--- src/hw/uart_bgl_pkg.sv ---
// package: constants shared by the baud generator and loop-back block
// assumes: one 40 MHz clock, registers reached over classic wishbone
package uart_bgl_pkg;
  // ----------------------------------------
  // rates and widths
  // ----------------------------------------
  localparam int unsigned CLK_HZ = 40000000;
  localparam int unsigned PRESCALE = 16;
  localparam logic [3:0] PRE_LAST = 4'(PRESCALE - 1);
  localparam int unsigned DIV_W = 16;
  localparam logic [15:0] DIV_ONE = 16'h0001;
  localparam logic [15:0] DIV_RST = 16'h0001;
  localparam logic [3:0] SUB_LAST = 4'hf;
  localparam logic [3:0] SUB_MID = 4'h7;
  localparam logic [2:0] BIT_LAST = 3'h7;
  // ----------------------------------------
  // register indices (byte address is four times the index)
  // ----------------------------------------
  localparam logic [3:0] IDX_DATA = 4'h0;
  localparam logic [3:0] IDX_IEN = 4'h1;
  localparam logic [3:0] IDX_ISR = 4'h2;
  localparam logic [3:0] IDX_LCTL = 4'h3;
  localparam logic [3:0] IDX_MCTL = 4'h4;
  localparam logic [3:0] IDX_LSR = 4'h5;
  localparam logic [3:0] IDX_MSR = 4'h6;
  localparam logic [3:0] IDX_SPR = 4'h7;
  localparam logic [3:0] IDX_EVT = 4'h8;
  localparam logic [3:0] IDX_MASK = 4'h9;
  // ----------------------------------------
  // field positions and reset values
  // ----------------------------------------
  localparam int unsigned LCTL_DLAB = 7;
  localparam int unsigned MCTL_LOOP = 4;
  localparam int unsigned IEN_RX = 0;
  localparam int unsigned IEN_TX = 1;
  localparam int unsigned IEN_MS = 3;
  localparam logic [7:0] IEN_RST = 8'h00;
  localparam logic [7:0] LCTL_RST = 8'h00;
  localparam logic [7:0] MCTL_RST = 8'h00;
  localparam logic [7:0] SPR_RST = 8'hff;
  localparam logic [7:0] ISR_IDLE = 8'h01;
  localparam logic [7:0] ISR_PEND = 8'h00;
  localparam logic [2:0] EVT_RST = 3'h0;
  localparam logic [2:0] MASK_RST = 3'h0;
  // serial state machines, gray along the frame
  typedef enum logic [1:0] {
    S_IDLE = 2'b00, S_START = 2'b01, S_DATA = 2'b11, S_STOP = 2'b10
  } ser_state_e;
endpackage : uart_bgl_pkg

--- src/hw/serial_core_if.sv ---
// interface: signals between core, baud generator and loop-back router
// assumes: all members live in the single clk_i domain
`timescale 1ns/1ps
interface serial_core_if;
  logic tick16;
  logic [15:0] divisor;
  logic loop;
  logic [3:0] mctl_bits;
  logic tx_core;
  logic rx_core;
  logic [3:0] modem_core;
  logic tx_pin;
  logic dtr_pin_n;
  logic rts_pin_n;
  modport gen (input divisor, output tick16);
  modport route (
    input loop, mctl_bits, tx_core,
    output rx_core, modem_core, tx_pin, dtr_pin_n, rts_pin_n
  );
  modport core (
    output divisor, loop, mctl_bits, tx_core,
    input tick16, rx_core, modem_core, tx_pin, dtr_pin_n, rts_pin_n
  );
endinterface : serial_core_if

--- src/hw/baud_gen.sv ---
// baud_gen: fixed divide by sixteen, then programmable divisor
// assumes: divisor is steady between host writes
`timescale 1ns/1ps
module baud_gen import uart_bgl_pkg::*; (
  input wire logic clk_i,
  input wire logic rst_i,
  serial_core_if.gen bus
);
  // ----------------------------------------
  // prescaler and divisor counter
  // ----------------------------------------
  logic [3:0] pre_r, pre_nxt;
  logic [15:0] cnt_r, cnt_nxt;
  logic tick_r, tick_nxt;

  // next values; divisor zero stops the ticks rather than wrap
  always_comb begin
    pre_nxt = pre_r + 4'h1;
    cnt_nxt = cnt_r;
    tick_nxt = 1'b0;
    if (pre_r == PRE_LAST) begin
      if (bus.divisor == 16'h0000) begin
        cnt_nxt = DIV_ONE;
      end else if (cnt_r >= bus.divisor) begin
        cnt_nxt = DIV_ONE;
        tick_nxt = 1'b1;
      end else begin
        cnt_nxt = cnt_r + DIV_ONE;
      end
    end
  end

  // plain binary counters, no rate-dependent logic, so fast refs work
  always_ff @(posedge clk_i) begin
    if (rst_i) begin
      pre_r <= 4'h0;
      cnt_r <= DIV_ONE;
      tick_r <= 1'b0;
    end else begin
      pre_r <= pre_nxt;
      cnt_r <= cnt_nxt;
      tick_r <= tick_nxt;
    end
  end

  assign bus.tick16 = tick_r;
endmodule : baud_gen

--- src/hw/loop_route.sv ---
// loop_route: steers serial and modem signals between pins and core
// assumes: pin inputs are synchronous to clk_i, modem pins active low
`timescale 1ns/1ps
module loop_route (
  serial_core_if.route bus,
  input wire logic rx_pin_i,
  input wire logic cts_n_i,
  input wire logic dsr_n_i,
  input wire logic ring_indicator_in_n_i,
  input wire logic carrier_detect_in_n_i
);
  // ----------------------------------------
  // serial path
  // ----------------------------------------
  // in loop the receiver hears its own transmitter
  assign bus.rx_core = bus.loop ? bus.tx_core : rx_pin_i;
  // line parked at mark so the far end sees idle, not test data
  assign bus.tx_pin = bus.loop ? 1'b1 : bus.tx_core;

  // ----------------------------------------
  // modem path, order {cd, ri, dsr, cts}
  // ----------------------------------------
  assign bus.modem_core = bus.loop ?
    {bus.mctl_bits[3], bus.mctl_bits[2],
     bus.mctl_bits[1], bus.mctl_bits[0]} :
    ~{carrier_detect_in_n_i, ring_indicator_in_n_i,
      dsr_n_i, cts_n_i};
  // outgoing controls parked inactive while looped
  assign bus.dtr_pin_n = bus.loop | ~bus.mctl_bits[0];
  assign bus.rts_pin_n = bus.loop | ~bus.mctl_bits[1];
endmodule : loop_route

--- src/hw/uart_bgl_top.sv ---
// uart_bgl_top: baud generation and loop-back diagnostics, one channel
// assumes: classic wishbone master, clk_i at 40 MHz is the reference
//
// Overview of operation
// - reference clock first divided by a fixed sixteen.
// - then divided by a programmable divisor, one to 65535.
// - divisor high and low bytes come from two host registers.
// - one generator times both transmitter and receiver.
// - works with reference clocks up to 24 MHz and beyond.
// - loop-back detaches serial pins and feeds transmitter into receiver.
// - loop-back ignores modem input pins, using modem control bits.
// - loop-back: bit 0 drives clear-to-send, bit 1 drives set-ready.
// - loop-back: bit 2 drives ring, bit 3 drives carrier detect.
// - byte written for sending returns readable as received data.
// - receive and transmit interrupts keep working in loop-back.
// - modem change interrupts in loop-back follow modem control bits.
// - every interrupt source stays gated by the enable register.
// - divisor bytes reachable only while divisor access bit 7 is set.
// - loop-back disables the serial transmit output pin.
//
// Our own choices: register access over Wishbone and the register offsets.
`timescale 1ns/1ps
module uart_bgl_top import uart_bgl_pkg::*; #(
  parameter int ADR_W = 6
) (
  input wire logic clk_i,
  input wire logic rst_i,
  input wire logic wb_cyc_i,
  input wire logic wb_stb_i,
  input wire logic wb_we_i,
  input wire logic [ADR_W-1:0] wb_adr_i,
  input wire logic [3:0] wb_sel_i,
  input wire logic [31:0] wb_dat_i,
  output logic [31:0] wb_dat_o,
  output logic wb_ack_o,
  output logic irq_o,
  output logic tx_o,
  input wire logic rx_i,
  input wire logic cts_n_i,
  input wire logic dsr_n_i,
  input wire logic ring_indicator_in_n_i,
  input wire logic carrier_detect_in_n_i,
  output logic dtr_n_o,
  output logic rts_n_o
);
  // ----------------------------------------
  // elaboration check and sub-blocks
  // ----------------------------------------
  if (ADR_W < 6) begin : g_adr_chk
    $error("ADR_W must be at least 6");
  end

  serial_core_if sc();

  baud_gen u_gen (
    .clk_i(clk_i),
    .rst_i(rst_i),
    .bus(sc.gen)
  );

  loop_route u_route (
    .bus(sc.route),
    .rx_pin_i(rx_i),
    .cts_n_i(cts_n_i),
    .dsr_n_i(dsr_n_i),
    .ring_indicator_in_n_i(ring_indicator_in_n_i),
    .carrier_detect_in_n_i(carrier_detect_in_n_i)
  );

  // ----------------------------------------
  // state declarations
  // ----------------------------------------
  logic ack_r, ack_nxt;
  logic [31:0] dat_r, dat_nxt;
  logic [7:0] lctl_r, lctl_nxt;
  logic [7:0] ien_r, ien_nxt;
  logic [7:0] mctl_r, mctl_nxt;
  logic [7:0] spr_r, spr_nxt;
  logic [15:0] div_r, div_nxt;
  logic [2:0] evt_r, evt_nxt;
  logic [2:0] mask_r, mask_nxt;
  logic [3:0] mprev_r, mprev_nxt;
  logic [3:0] delta_r, delta_nxt;
  logic loop_r, loop_nxt;
  logic irq_r, irq_nxt;
  logic tx_pin_r, dtr_r, rts_r;
  ser_state_e txs_r, txs_nxt;
  logic [3:0] txsub_r, txsub_nxt;
  logic [2:0] txbit_r, txbit_nxt;
  logic [7:0] txsh_r, txsh_nxt;
  logic [7:0] txhold_r, txhold_nxt;
  logic txhold_full_r, txhold_full_nxt;
  logic txline_r, txline_nxt;
  logic tx_load;
  ser_state_e rxs_r, rxs_nxt;
  logic [3:0] rxsub_r, rxsub_nxt;
  logic [2:0] rxbit_r, rxbit_nxt;
  logic [7:0] rxsh_r, rxsh_nxt;
  logic [7:0] rhr_r, rhr_nxt;
  logic dr_r, dr_nxt;
  logic rx_done;

  // ----------------------------------------
  // bus decode
  // ----------------------------------------
  logic req, wr_hit, rd_hit, dlab;
  logic txhold_wr, rhr_rd, msr_rd, temt;
  logic [3:0] idx;
  logic [3:0] mchg;
  logic [2:0] evt_set;
  logic [7:0] wbyte;

  // one-cycle answer; the ack gap keeps a held request from repeating
  assign req = wb_cyc_i & wb_stb_i & ~ack_r;
  assign idx = wb_adr_i[5:2];
  assign wbyte = wb_dat_i[7:0];
  assign wr_hit = req & wb_we_i & wb_sel_i[0];
  assign rd_hit = req & ~wb_we_i;
  assign dlab = lctl_r[LCTL_DLAB];
  assign txhold_wr = wr_hit & (idx == IDX_DATA) & ~dlab;
  assign rhr_rd = rd_hit & (idx == IDX_DATA) & ~dlab;
  assign msr_rd = rd_hit & (idx == IDX_MSR);
  assign temt = ~txhold_full_r & (txs_r == S_IDLE);
  assign mchg = sc.modem_core ^ mprev_r;
  assign evt_set = {ien_r[IEN_MS] & (|mchg),
                    ien_r[IEN_TX] & tx_load,
                    ien_r[IEN_RX] & rx_done};

  // ----------------------------------------
  // register file and bus answer
  // ----------------------------------------
  always_comb begin
    ack_nxt = req;
    dat_nxt = 32'h0000_0000;
    lctl_nxt = lctl_r;
    ien_nxt = ien_r;
    mctl_nxt = mctl_r;
    spr_nxt = spr_r;
    div_nxt = div_r;
    mask_nxt = mask_r;
    evt_nxt = evt_r;
    loop_nxt = loop_r;
    mprev_nxt = sc.modem_core;
    // set wins over a read clear
    delta_nxt = (msr_rd ? 4'h0 : delta_r) | mchg;
    if (sc.tick16) begin
      loop_nxt = mctl_r[MCTL_LOOP];
    end
    if (rd_hit) begin
      unique case (idx)
        IDX_DATA: dat_nxt[7:0] = dlab ? div_r[7:0] : rhr_r;
        IDX_IEN: dat_nxt[7:0] = dlab ? div_r[15:8] : ien_r;
        IDX_ISR: dat_nxt[7:0] = irq_r ? ISR_PEND : ISR_IDLE;
        IDX_LCTL: dat_nxt[7:0] = lctl_r;
        IDX_MCTL: dat_nxt[7:0] = mctl_r;
        IDX_LSR: dat_nxt[7:0] = {1'b0, temt, ~txhold_full_r, 4'h0, dr_r};
        IDX_MSR: dat_nxt[7:0] = {sc.modem_core, delta_r};
        IDX_SPR: dat_nxt[7:0] = spr_r;
        IDX_EVT: dat_nxt[2:0] = evt_r;
        IDX_MASK: dat_nxt[2:0] = mask_r;
        default: dat_nxt = 32'h0000_0000;
      endcase
    end
    // write-one clears, but a new event in the same cycle survives
    if (wr_hit && idx == IDX_EVT) begin
      evt_nxt = evt_r & ~wbyte[2:0];
    end
    evt_nxt = evt_nxt | evt_set;
    if (wr_hit) begin
      unique case (idx)
        IDX_DATA: if (dlab) div_nxt[7:0] = wbyte;
        IDX_IEN: begin
          if (dlab) begin
            div_nxt[15:8] = wbyte;
          end else begin
            ien_nxt = {4'h0, wbyte[3:0]};
          end
        end
        IDX_LCTL: lctl_nxt = wbyte;
        IDX_MCTL: mctl_nxt = {3'h0, wbyte[4:0]};
        IDX_SPR: spr_nxt = wbyte;
        IDX_MASK: mask_nxt = wbyte[2:0];
        default: ;
      endcase
    end
    irq_nxt = |(evt_nxt & mask_nxt);
  end

  always_ff @(posedge clk_i) begin
    if (rst_i) begin
      ack_r <= 1'b0;
      dat_r <= 32'h0000_0000;
      lctl_r <= LCTL_RST;
      ien_r <= IEN_RST;
      mctl_r <= MCTL_RST;
      spr_r <= SPR_RST;
      div_r <= DIV_RST;
      mask_r <= MASK_RST;
      evt_r <= EVT_RST;
      loop_r <= 1'b0;
      mprev_r <= 4'h0;
      delta_r <= 4'h0;
      irq_r <= 1'b0;
      tx_pin_r <= 1'b1;
      dtr_r <= 1'b1;
      rts_r <= 1'b1;
    end else begin
      ack_r <= ack_nxt;
      dat_r <= dat_nxt;
      lctl_r <= lctl_nxt;
      ien_r <= ien_nxt;
      mctl_r <= mctl_nxt;
      spr_r <= spr_nxt;
      div_r <= div_nxt;
      mask_r <= mask_nxt;
      evt_r <= evt_nxt;
      loop_r <= loop_nxt;
      mprev_r <= mprev_nxt;
      delta_r <= delta_nxt;
      irq_r <= irq_nxt;
      tx_pin_r <= sc.tx_pin;
      dtr_r <= sc.dtr_pin_n;
      rts_r <= sc.rts_pin_n;
    end
  end

  // ----------------------------------------
  // transmitter, fixed 8 data bits, one stop bit
  // ----------------------------------------
  always_comb begin
    txs_nxt = txs_r;
    txsub_nxt = txsub_r;
    txbit_nxt = txbit_r;
    txsh_nxt = txsh_r;
    txhold_nxt = txhold_r;
    txhold_full_nxt = txhold_full_r;
    txline_nxt = txline_r;
    tx_load = 1'b0;
    if (sc.tick16) begin
      txsub_nxt = txsub_r + 4'h1;
      unique case (txs_r)
        S_IDLE: begin
          txsub_nxt = 4'h0;
          if (txhold_full_r) begin
            txsh_nxt = txhold_r;
            txhold_full_nxt = 1'b0;
            tx_load = 1'b1;
            txs_nxt = S_START;
            txline_nxt = 1'b0;
          end
        end
        S_START: begin
          if (txsub_r == SUB_LAST) begin
            txs_nxt = S_DATA;
            txbit_nxt = 3'h0;
            txline_nxt = txsh_r[0];
          end
        end
        S_DATA: begin
          if (txsub_r == SUB_LAST) begin
            txsh_nxt = {1'b0, txsh_r[7:1]};
            txbit_nxt = txbit_r + 3'h1;
            txline_nxt = txsh_r[1];
            if (txbit_r == BIT_LAST) begin
              txs_nxt = S_STOP;
              txline_nxt = 1'b1;
            end
          end
        end
        S_STOP: begin
          if (txsub_r == SUB_LAST) begin
            txs_nxt = S_IDLE;
          end
        end
      endcase
    end
    // a write while still full overwrites the waiting byte
    if (txhold_wr) begin
      txhold_nxt = wbyte;
      txhold_full_nxt = 1'b1;
    end
  end

  always_ff @(posedge clk_i) begin
    if (rst_i) begin
      txs_r <= S_IDLE;
      txsub_r <= 4'h0;
      txbit_r <= 3'h0;
      txsh_r <= 8'h00;
      txhold_r <= 8'h00;
      txhold_full_r <= 1'b0;
      txline_r <= 1'b1;
    end else begin
      txs_r <= txs_nxt;
      txsub_r <= txsub_nxt;
      txbit_r <= txbit_nxt;
      txsh_r <= txsh_nxt;
      txhold_r <= txhold_nxt;
      txhold_full_r <= txhold_full_nxt;
      txline_r <= txline_nxt;
    end
  end

  // ----------------------------------------
  // receiver, samples mid-bit on the shared ticks
  // ----------------------------------------
  always_comb begin
    rxs_nxt = rxs_r;
    rxsub_nxt = rxsub_r;
    rxbit_nxt = rxbit_r;
    rxsh_nxt = rxsh_r;
    rhr_nxt = rhr_r;
    rx_done = 1'b0;
    if (sc.tick16) begin
      rxsub_nxt = rxsub_r + 4'h1;
      unique case (rxs_r)
        S_IDLE: begin
          rxsub_nxt = 4'h0;
          if (!sc.rx_core) rxs_nxt = S_START;
        end
        S_START: begin
          if (rxsub_r == SUB_MID) begin
            rxsub_nxt = 4'h0;
            rxbit_nxt = 3'h0;
            // a glitch shorter than half a bit is not a start
            rxs_nxt = sc.rx_core ? S_IDLE : S_DATA;
          end
        end
        S_DATA: begin
          if (rxsub_r == SUB_LAST) begin
            rxsh_nxt = {sc.rx_core, rxsh_r[7:1]};
            rxbit_nxt = rxbit_r + 3'h1;
            if (rxbit_r == BIT_LAST) rxs_nxt = S_STOP;
          end
        end
        S_STOP: begin
          if (rxsub_r == SUB_LAST) begin
            rhr_nxt = rxsh_r;
            rx_done = 1'b1;
            rxs_nxt = S_IDLE;
          end
        end
      endcase
    end
    dr_nxt = (dr_r & ~rhr_rd) | rx_done;
  end

  always_ff @(posedge clk_i) begin
    if (rst_i) begin
      rxs_r <= S_IDLE;
      rxsub_r <= 4'h0;
      rxbit_r <= 3'h0;
      rxsh_r <= 8'h00;
      rhr_r <= 8'h00;
      dr_r <= 1'b0;
    end else begin
      rxs_r <= rxs_nxt;
      rxsub_r <= rxsub_nxt;
      rxbit_r <= rxbit_nxt;
      rxsh_r <= rxsh_nxt;
      rhr_r <= rhr_nxt;
      dr_r <= dr_nxt;
    end
  end

  // ----------------------------------------
  // interface and outputs
  // ----------------------------------------
  assign sc.divisor = div_r;
  assign sc.loop = loop_r;
  assign sc.mctl_bits = mctl_r[3:0];
  assign sc.tx_core = txline_r;
  assign wb_dat_o = dat_r;
  assign wb_ack_o = ack_r;
  assign irq_o = irq_r;
  assign tx_o = tx_pin_r;
  assign dtr_n_o = dtr_r;
  assign rts_n_o = rts_r;
endmodule : uart_bgl_top

--- config.mk ---
export PLATFORM = sky130hd
export DESIGN_NAME = uart_bgl_top
export DESIGN_NICKNAME = d
export VERILOG_FILES = /design/src/hw/uart_bgl_pkg.sv /design/src/hw/serial_core_if.sv /design/src/hw/baud_gen.sv /design/src/hw/loop_route.sv /design/src/hw/uart_bgl_top.sv
export SDC_FILE = /design/constraint.sdc
export NUM_CORES = 1
export LEC_CHECK = 0
export ABC_AREA = 1
export BUFFER_PORTS_ARGS = -buffer_cell sky130_fd_sc_hd__buf_2
export CAP_MARGIN = 5
export CORE_MARGIN = 4
export CORE_UTILIZATION = 23
export DETAILED_ROUTE_END_ITERATION = 16
export PLACE_DENSITY = 0.47
export SYNTH_ARGS = -nofsm -noshare
export SYNTH_HDL_FRONTEND = slang
export SYNTH_SLANG_ARGS = --single-unit
--- constraint.sdc ---
create_clock -name clk_i -period 2.3 [get_ports clk_i]
set_input_delay 0.345 -clock clk_i [delete_from_list [all_inputs] [get_ports clk_i]]
set_output_delay 0.345 -clock clk_i [all_outputs]
set_load 0.01 [all_outputs]
; ---- Word level (Yosys, flattened, before mapping)
; Index checks and enable logic that the tools add are counted.
[word_totals]
regBits = 167
input_bits = 52
output_inout_bits = 37
word_cells = 190
[classes]
add_sub_neg = 6
magnitude_cmp = 1
n_eq_ne = 31
mux = 53
n_bitwise = 34
reduce_logical = 31
[ops]
columns = operator, count
row1 = $pmux W5 S8, 1
row2 = $mux W16, 2
row3 = $mux W8, 4
row4 = $pmux W3 S10, 1
row5 = $mux W2, 11
row6 = $mux W3, 7
row7 = $eq A4 B3 Y1 const B, 5
row8 = $eq A4 B4 Y1 const B, 5
row9 = $ne A2 B2 Y1 const B, 10
row10 = $add A16 B1 Y16 const B, 1
row11 = $ge A16 B16 Y1, 1
row12 = $logic_not A16 Y1, 1
row13 = $mux W1, 16
row14 = $mux W4, 4
row15 = $pmux W2 S4, 2
row16 = $pmux W8 S2, 1
row17 = $and A1 B1 Y1, 15
row18 = $reduce_and A3 Y1, 5
row19 = $add A4 B1 Y4 const B, 3
row20 = $pmux W3 S2, 2
row21 = $reduce_and A4 Y1, 3
row22 = $reduce_and A6 Y1, 2
row23 = $reduce_bool A2 Y1, 5
row24 = $not A1 Y1, 9
row25 = other kinds (24), 40

; ---- Logic depth before layout (Yosys ltp)
; Gate-level depths: netlist of run 1.
[logic_depth]
depth_word = 9
depth_mapped = 14
mapped_depth_nobuf = 14

; ---- Modules after synthesis
; From an unflattened synthesis of run 1, not the netlist that was laid out.
[hier_totals]
hier_cells = 1035
hier_area_um2 = 7280.7
[by_module_without_submodules]
columns = mod, n_inst, cells_per_inst, area_each_um2, seq_area_each_um2
row1 = uart_bgl_top, 1, 761, 5515.3, 2442.3
row2 = baud_gen, 1, 258, 1684.1, 420.4
row3 = loop_route, 1, 16, 81.3, 0.0

; ---- Worst setup path after synthesis of run 1
; No wires, ideal clock.
[synth_path]
path_kind = register to register
start = register div_r[15]
end = register u_gen.cnt_r[2]
setup_ps = 70
t_arrival_ps = 1564
required_ps = 2230
path_slack_ps = 665
path_stages_with_launch = 9
n_path_buf = 1
synth_period_minus_slack_ps = 1635
cell_sequence = dfxtp_1 > inv_1 > ha_1 > a21oi_1 > o21ai_0 > nor2_1 > buf_2 > nand4_1 > a21oi_1
[synth_between]
elab_chain_cells = 3
word_cells_on_any_way = 4
classes_between = 1 x order compare / 2 x mux / 1 x reduce/logical
[synth_lines]
columns = element, line
row1 = "start, declared", uart_bgl_top.sv:79  ; logic [15:0] div_r, div_nxt;
row2 = "start signal, assigned", uart_bgl_top.sv:214  ; div_r <= div_nxt;
row3 = $ge A16 B16 Y1, baud_gen.sv:24  ; end else if (cnt_r >= bus.divisor) begin
row4 = $mux W16, baud_gen.sv:24
row5 = $mux W16 *, baud_gen.sv:22  ; if (bus.divisor == 16'h0000) begin
row6 = "end signal, assigned", baud_gen.sv:41  ; cnt_r <= cnt_nxt;
row7 = "end, declared", baud_gen.sv:13  ; logic [15:0] cnt_r, cnt_nxt;
; Mark *: on every way between the ends. The rest lies on a longest branch, timed or not.
; A chain may end at the register's enable or synchronous reset.

; ---- Worst setup path after layout of run 1
[layout_path]
start = register div_r[15]
end = register u_gen.cnt_r[0]
; The elaborated chain is that of the path after synthesis.

==> flow_metrics.env, run 1 <==
export IMPL_status="complete, no violations"
export IMPL_worst_path_buf_inv=2
export IMPL_ys_seq_elements=143
export IMPL_clkLatencyLatePin_ns=0.42
export IMPL_ys_flop_type="dfxtp_1"
export IMPL_finalWeightedCongestion=0.804
export IMPL_rr_startpoint="div_r[15]$_SDFFE_PP0P_"
export IMPL_critPathTopFamily="flip-flops"
export IMPL_synth_top_area_share_pct=41.0
export IMPL_finClkSkew_ns=0.00973
export IMPL_finalNonFillerCells=1404
export IMPL_synthArstFlopShare_pct=0
export IMPL_postCtsHoldBufs=0
export IMPL_antenna_left=0
export IMPL_reg2reg_depth=9
export IMPL_vias_per_cell=4.30
export IMPL_worst_pin_slew_ns=0.523
export IMPL_initial_utilization_pct=23.4
export IMPL_cp_start_kind="flip-flop"
export IMPL_fin_setup_tns_ns=0
export IMPL_hpwl_um=14000
export IMPL_dpl_cell_count=1372
export IMPL_synth_edff_count=0
export IMPL_critPathMaxFanout=15
export IMPL_grt_usage_pct=11.7
export IMPL_final_cell_area_sq_mm=0.00813
export IMPL_fillers=3295
export IMPL_ys_types=44
export IMPL_row_count=63
export IMPL_drv_cap=0
export IMPL_fmax_ghz=0.560
export IMPL_hold_path_class="in -> reg"
export IMPL_die_h_um=182
export IMPL_worstPathCellList="inv_1, ha_1, a21oi_1, o21ai_0, nor2_1, buf_4, nand2_1, o21ai_0, nand2_1"
export IMPL_max_slew_margin_rel_pct=65.1
export IMPL_drive_above_1_share_pct=10.7
export IMPL_grt_overflow=0
export IMPL_root_buffer="clkbuf_16"
export IMPL_cp_arrival_ns=2.09
export IMPL_finalSetupViolations=0
export IMPL_min_to="wb_ack_o$_SDFF_PP0_"
export IMPL_synth_top_cell_by_area="dfxtp_1"
export IMPL_cts_max_path_buffers=2
export IMPL_clock_sinks=143
export IMPL_synth_area_sq_mm=0.00698
export IMPL_postSynthCellCount=963
export IMPL_endpoint_kind="flip-flop"
export IMPL_nets=1077
export IMPL_rsz0062_at_grt="false"
export IMPL_slew_violations=0
export IMPL_worstHoldStart="wb_stb_i"
export IMPL_antenna_found_initial=0
export IMPL_synth_common_cells="nand2_1, dfxtp_1, inv_1, nor2_1"
export IMPL_routedWlPerCell_um=13.4
export IMPL_dr_pass1_iters=5
export IMPL_yosysMostFrequentCell="nand2_1"
export IMPL_p_leak_uw=0.00339
export IMPL_die_area_sq_mm=0.0332
export IMPL_cts_resized=0
export IMPL_rrSetupSlack_ns=0.51
export IMPL_reg2reg_to="u_gen.cnt_r[0]$_SDFFE_PP1N_"
export IMPL_final_hold_violation_count=0
export IMPL_cts_htree_levels=4
export IMPL_ys_top_cells_by_area="dfxtp_1, nand2_1, a21oi_1"
export IMPL_synth_warnings=0
export IMPL_io_pins=89
export IMPL_crit_type="reg -> reg"
export IMPL_crit_slowest_cell="dfxtp_1"
export IMPL_grt_pass1_vias=5929
export IMPL_seq_area_frac_synth_pct=41.0
export IMPL_path_clk_slew_ns=0.06
export IMPL_cts_buffers=17
export IMPL_slowest_delay_ns=0.38
export IMPL_die_x_um=182
export IMPL_power_uw=5540
export IMPL_placed_area_sq_mm=0.00754
export IMPL_grt_max_degree=35
export IMPL_area_delta_synth_final_pct=16.4
export IMPL_peakVddDrop_mv=0.478
export IMPL_vias=6041
export IMPL_post_cts_buffers=0
export IMPL_fin_crit_sh_pct=77.6
export IMPL_antenna_cells=0
export IMPL_min_path_cells=3
export IMPL_avgSynthCellArea_sq_um=7.25
export IMPL_wl_um=18900
export IMPL_place_port_buffers=35
export IMPL_drcViolationCount=0
export IMPL_required_ns=2.61
export IMPL_drtIter0Drc=348
export IMPL_powerDensity_mw_per_mm2=682
export IMPL_core_area_sq_mm=0.0298
export IMPL_layout_min_cycle_time_ns=1.79
export IMPL_grt_pass1_wl_um=31200
export IMPL_cts_tree="done"
-- stage by stage --
stage | utilization [%] | worst slack [ns] | hold slack [ns]
after detailed placement | 25.3 | 0.522 | 0.438
after global routing | 27.3 | 0.304 | 0.214
after global placement | 25.3 | 0.527 | 0.433
after CTS | 27.3 | 0.507 | 0.187
final | 27.3 | 0.514 | 0.206
after floorplan | - | 0.665 | 0.404
-- layout make-up --
cell class                 instances  area, sq um  share of cell area, %
timing repair buffer              51          308                   3.79
tap                              390          488                   6.00
clock buffer                      18          429                   5.28
inverter                         116          440                   5.42
multi-input combinational        672         3440                   42.3
sequential                       143         2860                   35.2
clock inverter                    14          165                   2.03
-- per-layer routing --
layer / part of all wire [%] / global-route usage (%) / up-vias
li1: - / - / 3214
met1: 50 / 16.0 / 2691
met2: 45 / 18.4 / 109
met3: 3.3 / 2.09 / 27
met4: 2.1 / 4.53 / 0
met5: 0 / 0 / -
-- cells by family after synthesis --
kind of cell	after synthesis	share of synthesized area (%)
AOI/OAI and AO/OA	229	18.0
xor gates and xnor gates	13	1.63
adders and majority gates	24	4.30
buffers and inverters	171	11.0
DFF	143	41.0
other	1	0.0537
and+or+nand+nor	382	24.0
-- how the worst max path moves through the flow --
stage	start	endpoint	slack, ns	cells past startpoint
2_1_floorplan	div_r[15]$_SDFFE_PP0P_	u_gen.cnt_r[2]$_SDFFE_PP0N_	0.67	8
5_1_grt	u_gen.cnt_r[5]$_SDFFE_PP0N_	u_gen.cnt_r[6]$_SDFFE_PP0N_	0.30	13
4_1_cts	div_r[15]$_SDFFE_PP0P_	u_gen.cnt_r[0]$_SDFFE_PP1N_	0.51	9
6_report	div_r[15]$_SDFFE_PP0P_	u_gen.cnt_r[0]$_SDFFE_PP1N_	0.51	9
3_3_place_gp	div_r[15]$_SDFFE_PP0P_	u_gen.cnt_r[0]$_SDFFE_PP1N_	0.53	9
3_5_place_dp	wb_adr_i[3]	div_r[13]$_SDFFE_PP0P_	0.52	9
-- worst reg2reg max path: stages (launching register included) --
cell     delay, ns
dfxtp_1       0.38
inv_1         0.09
ha_1          0.33
a21oi_1       0.14
o21ai_0       0.10
nor2_1        0.12
buf_4         0.22
nand2_1       0.10
o21ai_0       0.14
nand2_1       0.06
-- state kept, by name, indices dropped and copies added (netlist names), 5 cells and up --
name / cells
lctl_r: 8
rhr_r: 8
div_r: 16
u_gen.cnt_r: 16
rxsh_r: 8
mctl_r: 5
txsh_r: 8
txhold_r: 8
wb_dat_o: 8
spr_r: 8
-- report_power, final --
part / total [uW] / switching (uW) / internal [uW]
Combinational: 222 / 162 / 60.4
Sequential: 2510 / 9.73 / 2500
Clock: 2810 / 1110 / 1700
-- cells in the final DEF (no fill, tap or decap), types with 15 or more instances in the layout --
cell and n:
a21oi_1 95, buf_2 35, clkbuf_16 17, dfxtp_1 143, nand3_1 34, o21ai_0 95, buf_4 15, nand4_1 26
nand2_1 187, ha_1 24, inv_1 109, conb_1 24, nor2_1 106
No activity file was read; power rests on OpenSTA's default activity.
==> run 2, diff against run 1 <==
--- a/config.mk
+++ b/config.mk
@@ -5,13 +5,13 @@
 export SDC_FILE = /design/constraint.sdc
 export NUM_CORES = 1
 export LEC_CHECK = 0
-export ABC_AREA = 1
+export ABC_AREA = 0
 export BUFFER_PORTS_ARGS = -buffer_cell sky130_fd_sc_hd__buf_2
 export CAP_MARGIN = 5
 export CORE_MARGIN = 4
 export CORE_UTILIZATION = 23
 export DETAILED_ROUTE_END_ITERATION = 16
-export PLACE_DENSITY = 0.47
+export PLACE_DENSITY = 0.48
 export SYNTH_ARGS = -nofsm -noshare
 export SYNTH_HDL_FRONTEND = slang
 export SYNTH_SLANG_ARGS = --single-unit
==> constraint.sdc (replaced) <==
create_clock -name clk_i -period 1.6 [get_ports clk_i]
set_input_delay 0.24 -clock clk_i [delete_from_list [all_inputs] [get_ports clk_i]]
set_output_delay 0.24 -clock clk_i [all_outputs]
set_load 0.01 [all_outputs]
==> flow_metrics.env, run 2 <==
export IMPL_top_regs="div_r: 16 flops, u_gen.cnt_r: 16 flops"
export IMPL_reg2reg_depth=8
export IMPL_hpwl_um=14200
export IMPL_violations="setup timing"
export IMPL_vias=6043
export IMPL_finalSetupViolations=20
export IMPL_fmax_ghz=0.479
export IMPL_finalWeightedCongestion=0.817
export IMPL_grt_pass1_vias=5777
export IMPL_worst_pin_slew_ns=0.676
export IMPL_row_count=63
export IMPL_layout_common_cells="buf_4, dfxtp_1, nor2_1"
export IMPL_status="finished, violations left"
export IMPL_finClkSkew_ns=0.0104
export IMPL_place_port_buffers=35
export IMPL_synthArstFlopShare_pct=0
export IMPL_die_h_um=183
export IMPL_rrSetupSlack_ns=-0.49
export IMPL_required_ns=1.90
export IMPL_pre_cts_ws_ns=-0.555
export IMPL_postCtsHoldBufs=0
export IMPL_antenna_left=0
export IMPL_min_path_cells=4
export IMPL_peakVddDrop_mv=0.638
export IMPL_cp_arrival_ns=2.39
export IMPL_ys_top_cells_by_area="dfxtp_1, mux2i_1, nor2_1"
export IMPL_reg2reg_to="u_gen.cnt_r[9]$_SDFFE_PP0N_"
export IMPL_cts_tree="done"
export IMPL_postSynthCellCount=793
export IMPL_rsz0062_at_grt="true"
export IMPL_final_hold_violation_count=0
export IMPL_fin_setup_tns_ns=-6.97
export IMPL_vias_per_cell=4.41
export IMPL_dr_pass1_iters=4
export IMPL_wl_um=19900
export IMPL_core_area_sq_mm=0.0299
export IMPL_grt_usage_pct=11.7
export IMPL_drv_cap=0
export IMPL_synth_area_sq_mm=0.00704
export IMPL_endpoint_kind="flip-flop"
export IMPL_die_x_um=183
export IMPL_avgSynthCellArea_sq_um=8.88
export IMPL_critPathMaxFanout=6
export IMPL_crit_type="reg -> reg"
export IMPL_antenna_found_initial=1
export IMPL_clkLatencyLatePin_ns=0.42
export IMPL_root_buffer="clkbuf_16"
export IMPL_drcViolationCount=0
export IMPL_highest_layer="met5"
export IMPL_grt_overflow=0
export IMPL_drive_above_1_share_pct=36.9
export IMPL_synth_warnings=0
export IMPL_final_cell_area_sq_mm=0.00996
export IMPL_powerDensity_mw_per_mm2=837
export IMPL_cp_start_kind="flip-flop"
export IMPL_setup_slack_ns=-0.488
export IMPL_slowest_delay_ns=0.34
export IMPL_cts_max_path_buffers=2
export IMPL_seq_area_frac_synth_pct=40.7
export IMPL_clock_sinks=143
export IMPL_area_delta_synth_final_pct=41.6
export IMPL_drtIter0Drc=363
export IMPL_routedWlPerCell_um=14.5
export IMPL_yosysMostFrequentCell="dfxtp_1"
export IMPL_cts_htree_levels=4
export IMPL_initial_utilization_pct=23.6
export IMPL_grt_max_degree=68
export IMPL_layout_min_cycle_time_ns=2.09
export IMPL_grt_pass1_wl_um=31200
export IMPL_p_leak_uw=0.00397
export IMPL_crit_slowest_cell="dfxtp_2"
export IMPL_power_uw=8330
export IMPL_hold_path_class="in -> reg"
export IMPL_placed_area_sq_mm=0.00864
export IMPL_nets=1042
export IMPL_synth_common_cells="dfxtp_1, nor2_1, mux2i_1, nand2_1, a21oi_1"
export IMPL_path_clk_slew_ns=0.06
export IMPL_io_pins=89
export IMPL_final_common_cell="buf_4"
export IMPL_max_slew_margin_rel_pct=54.7
export IMPL_fin_crit_sh_pct=131
export IMPL_antenna_cells=0
export IMPL_postLayoutCoreUtil_pct=33.4
export IMPL_die_area_sq_mm=0.0335
export IMPL_synth_top_area_share_pct=40.7
export IMPL_synth_edff_count=0
export IMPL_ys_flop_type="dfxtp_1"
export IMPL_ys_types=72
export IMPL_worstHoldStart="wb_cyc_i"
export IMPL_ys_seq_elements=143
export IMPL_worstPathCellList="inv_2, ha_4, nand4_4, nor4_4, o31ai_2, and4bb_2, buf_6, a221o_2"
export IMPL_met2_length_um=9140
export IMPL_wl_met1_um=9760
export IMPL_rr_startpoint="div_r[14]$_SDFFE_PP0P_"
export IMPL_synth_top_cell_by_area="dfxtp_1"
export IMPL_cts_buffers=17
export IMPL_met3WireLength_um=729
export IMPL_min_to="wb_ack_o$_SDFF_PP0_"
export IMPL_slew_violations=0
## run 2: changes by cell type in the layout (fill, tap and decap cells not counted), moves of 27 or more
| cell | change |
|---|---|
| nand2_1 | -129 |
| buf_4 | +128 |
| inv_1 | -89 |
| o21ai_0 | -78 |
| mux2i_1 | +70 |
| a21oi_1 | -60 |
| dfxtp_1 | -27 |
## run 2: kinds of logic (layout without fill, tap and decap cells)
group	after synthesis	count (layout)	synth area share (%)
simple gates	302	302	21.5
flops	143	143	40.7
compound gates	128	128	12.3
buf+inv	97	260	7.34
mux	83	83	12.0
fa+ha+maj	24	24	4.27
xor+xnor	15	15	1.87
other cells	1	24	0.0533
## run 2: area by class of cell
| type | instances | area [sq um] |
|---|---|---|
| inverters | 27 | 101 |
| clock buffers | 18 | 429 |
| well taps | 390 | 488 |
| flip-flops and latches | 143 | 2900 |
| clock inverters | 14 | 204 |
| repair buffers | 201 | 1610 |
| fillers | 3058 | 19900 |
| multi-input cells | 576 | 4230 |
## run 2: worst max-delay path by stage
| stage | from | depth (start not counted) | to |
|---|---|---|---|
| 6_report | div_r[14]$_SDFFE_PP0P_ | 8 | u_gen.cnt_r[9]$_SDFFE_PP0N_ |
| 4_1_cts | div_r[11]$_SDFFE_PP0P_ | 8 | u_gen.cnt_r[9]$_SDFFE_PP0N_ |
| 3_5_place_dp | div_r[14]$_SDFFE_PP0P_ | 8 | u_gen.cnt_r[9]$_SDFFE_PP0N_ |
| 5_1_grt | div_r[14]$_SDFFE_PP0P_ | 8 | u_gen.cnt_r[9]$_SDFFE_PP0N_ |
| 2_1_floorplan | div_r[14]$_SDFFE_PP0P_ | 9 | u_gen.cnt_r[8]$_SDFFE_PP0N_ |
| 3_3_place_gp | div_r[13]$_SDFFE_PP0P_ | 8 | u_gen.cnt_r[9]$_SDFFE_PP0N_ |
## run 2: stage by stage
| step | hold WS [ns] | instances |
|---|---|---|
| after floorplan | 0.317 | 816 |
| after global placement | 0.450 | 1311 |
| after detailed placement | 0.453 | 1311 |
| after CTS | 0.162 | 1352 |
| after global routing | 0.180 | 1369 |
| final | 0.183 | 1369 |
## run 2: repair_timing
item                                   CTS  global route
resized for setup                       65            42
setup endpoints to repair               63            69
gates cloned                             1             2
endpoints found under the hold margin    0             0
pin swaps                               26            23
setup buffers                            8            15
## run 2: report_power, final
group	internal [uW]	switching, uW	total [uW]
registers	3580	15.3	3600
clock network	2640	1630	4270
logic	189	280	469
## run 2: worst max-delay path, delay by kind of cell (launching register included)
family	cells	cell delay (ns)
flip-flops	1	0.34
AO/OA/AOI/OAI	2	0.44
AND/OR/NAND/NOR	3	0.75
adder cells (fa/ha/maj)	1	0.26
buffers and inverters	2	0.18
## run 2: per-layer routing
metal	global-route usage (%)	up-vias
met5	0	-
met4	3.16	2
met3	2.54	19
met2	18.5	94
met1	16.2	2854
li1	-	3074
==> run 3, diff against run 2 <==
--- a/config.mk
+++ b/config.mk
@@ -14,4 +14,5 @@
 export PLACE_DENSITY = 0.48
 export SYNTH_ARGS = -nofsm -noshare
 export SYNTH_HDL_FRONTEND = slang
+export SYNTH_HIERARCHICAL = 1
 export SYNTH_SLANG_ARGS = --single-unit
==> flow_metrics.env, run 3 <==
export IMPL_finalSetupViolations=17
export IMPL_cts_max_path_buffers=2
export IMPL_cpMostUsedCell="a31oi_1"
export IMPL_placed_area_sq_mm=0.00862
export IMPL_layout_common_cells="dfxtp_1, buf_4, nor2_1"
export IMPL_fmax_ghz=0.504
export IMPL_grt_pass1_vias=5954
export IMPL_worst_pin_slew_ns=0.688
export IMPL_cts_buffers=17
export IMPL_worstPathCellList="inv_1, ha_1, nand4_1, or3_1, and4bb_4, buf_6, a31oi_1, a31oi_1"
export IMPL_cts_htree_levels=4
export IMPL_synth_edff_count=0
export IMPL_grt_pass1_wl_um=32800
export IMPL_synth_warnings=6
export IMPL_row_count=64
export IMPL_endpoint_kind="flip-flop"
export IMPL_initial_utilization_pct=23.5
export IMPL_dr_pass1_iters=5
export IMPL_ys_top_cells_by_area="dfxtp_1, mux2i_1, nor2_1"
export IMPL_seq_area_frac_synth_pct=39.4
export IMPL_switching_share_pct=24.6
export IMPL_clkLatencyLatePin_ns=0.42
export IMPL_dpl_cell_count=1297
export IMPL_core_area_sq_mm=0.0309
export IMPL_area_delta_synth_final_pct=30.6
export IMPL_crit_slowest_cell="or3_1"
export IMPL_die_x_um=186
export IMPL_power_internal_uw=5820
export IMPL_finalWeightedCongestion=0.796
export IMPL_p_leak_uw=0.00369
export IMPL_synthArstFlopShare_pct=0
export IMPL_slowest_delay_ns=0.43
export IMPL_io_pins=89
export IMPL_die_area_sq_mm=0.0345
export IMPL_p_seq_share_pct=46.6
export IMPL_vias=6185
export IMPL_antenna_found_initial=0
export IMPL_cp_start_kind="flip-flop"
export IMPL_synth_common_cells="dfxtp_1, nor2_1, mux2i_1, nand2_1, a21oi_1"
export IMPL_peakVddDrop_mv=0.482
export IMPL_required_ns=1.88
export IMPL_fin_crit_sh_pct=124
export IMPL_place_port_buffers=35
export IMPL_max_slew_margin_rel_pct=54.0
export IMPL_finalNonFillerCells=1341
export IMPL_p_sw_uw=1900
export IMPL_top_regs="div_r: 16 flops, u_gen/cnt_r: 16 flops"
export IMPL_drv_cap=0
export IMPL_cts_tree="done"
export IMPL_drtIter0Drc=322
export IMPL_final_cell_area_sq_mm=0.00949
export IMPL_ys_flop_type="dfxtp_1"
export IMPL_antenna_left=0
export IMPL_final_hold_violation_count=0
export IMPL_layout_min_cycle_time_ns=1.98
export IMPL_grt_usage_pct=12.0
export IMPL_routedWlPerCell_um=15.3
export IMPL_final_common_cell="dfxtp_1"
export IMPL_wl_um=20500
export IMPL_status="finished, violations left"
export IMPL_path_clk_slew_ns=0.06
export IMPL_drive_above_1_share_pct=28.9
export IMPL_power_uw=7720
export IMPL_finClkSkew_ns=0.0149
export IMPL_rsz0062_at_grt="true"
export IMPL_hold_slack_ns=0.153
export IMPL_powerDensity_mw_per_mm2=813
export IMPL_setup_slack_ns=-0.384
export IMPL_antenna_cells=0
export IMPL_slew_violations=0
export IMPL_ys_seq_elements=143
export IMPL_grt_overflow=0
export IMPL_vias_per_cell=4.61
export IMPL_crit_type="reg -> reg"
export IMPL_root_buffer="clkbuf_16"
export IMPL_die_h_um=186
export IMPL_violations="setup timing"
export IMPL_hpwl_um=14500
export IMPL_drcViolationCount=0
export IMPL_nets=1009
export IMPL_cp_arrival_ns=2.27
export IMPL_synth_area_sq_mm=0.00726
export IMPL_grt_max_degree=60
export IMPL_pre_cts_ws_ns=-0.427
export IMPL_postSynthCellCount=796
export IMPL_yosysMostFrequentCell="dfxtp_1"
export IMPL_combPwrFrac_pct=5.8
export IMPL_hold_path_class="in -> reg"
export IMPL_power_share_clock_pct=47.6
export IMPL_critPathMaxFanout=6
export IMPL_synth_top_area_share_pct=39.4
export IMPL_synth_top_cell_by_area="dfxtp_1"
export IMPL_ys_types=81
export IMPL_avgSynthCellArea_sq_um=9.13
export IMPL_clock_sinks=143
## run 3: layout make-up
| type | instances | area [sq um] |
|---|---|---|
| Sequential cell | 143 | 2880 |
| Timing Repair Buffer | 165 | 1260 |
| Fill cell | 3226 | 21400 |
| Clock buffer | 21 | 460 |
| Multi-Input combinational cell | 572 | 4180 |
| Tap cell | 396 | 495 |
| Clock inverter | 10 | 80.1 |
| Inverter | 34 | 128 |
## run 3: path summary, 6_finish.rpt
check	startpoint	to	slack, ns	depth (start not counted)
worst max-delay path	div_r[12]$_SDFFE_PP0P_	u_gen/cnt_r[10]$_SDFFE_PP0N_	-0.38	8
worst min-delay path	dsr_n_i	mprev_r[1]$_SDFF_PP0_	0.15	4
worst max register to register	div_r[12]$_SDFFE_PP0P_	u_gen/cnt_r[10]$_SDFFE_PP0N_	-0.38	8
worst min register to register	delta_r[2]$_SDFF_PP0_	delta_r[2]$_SDFF_PP0_	0.46	2
## run 3: what timing repair did
item | 4_1_cts | 5_1_grt
buffers inserted | 2 | 6
pin swaps | 20 | 12
gates resized for setup | 27 | 27
cloned | 4 | 1
setup endpoints to repair | 27 | 49
hold buffers | 0 | 0
## run 3: power by group through the flow
stage | sequential (uW) | combinational, uW | clock, uW
finish | 3600 | 450 | 3670
detailed placement | 3680 | 446 | 0
CTS | 3600 | 448 | 3780
floorplan | 3680 | 279 | 0
global placement | 3680 | 446 | 0
global route | 3600 | 489 | 3930
## run 3: per-stage QoR
stage	setup TNS [ns]	utilization, %
2_1_floorplan	-3.76	-
3_3_place_gp	-12.36	27.9
3_5_place_dp	-13.44	27.9
4_1_cts	-5.69	30.2
5_1_grt	-9.15	30.7
6_report	-5.79	30.7
## run 3: worst max-delay path: cells and delay by family (launching register included)
kind                       cells  cell delay [ns]
and+or+nand+nor                3             0.87
DFF                            1             0.32
adders and majority gates      1             0.27
AOI/OAI and AO/OA              2             0.22
buffers and inverters          2             0.18
## run 3: layer usage
layer  wire length [um]  GRT usage, %  up-vias
met5                  0             0        -
met2               9700          20.0      103
met1               9990          16.0     2974
met3                606          2.42       13
li1                   -             -     3095
met4                229          3.15        0
## run 3: cells by family after synthesis
kind of cell,Yosys count,synth area share [%]
adders and majority gates,24,4.13
DFF,143,39.4
and+or+nand+nor,277,21.3
buffers and inverters,106,7.56
xor gates and xnor gates,14,1.69
other,1,0.0516
AOI/OAI and AO/OA,150,14.7
muxes,81,11.2
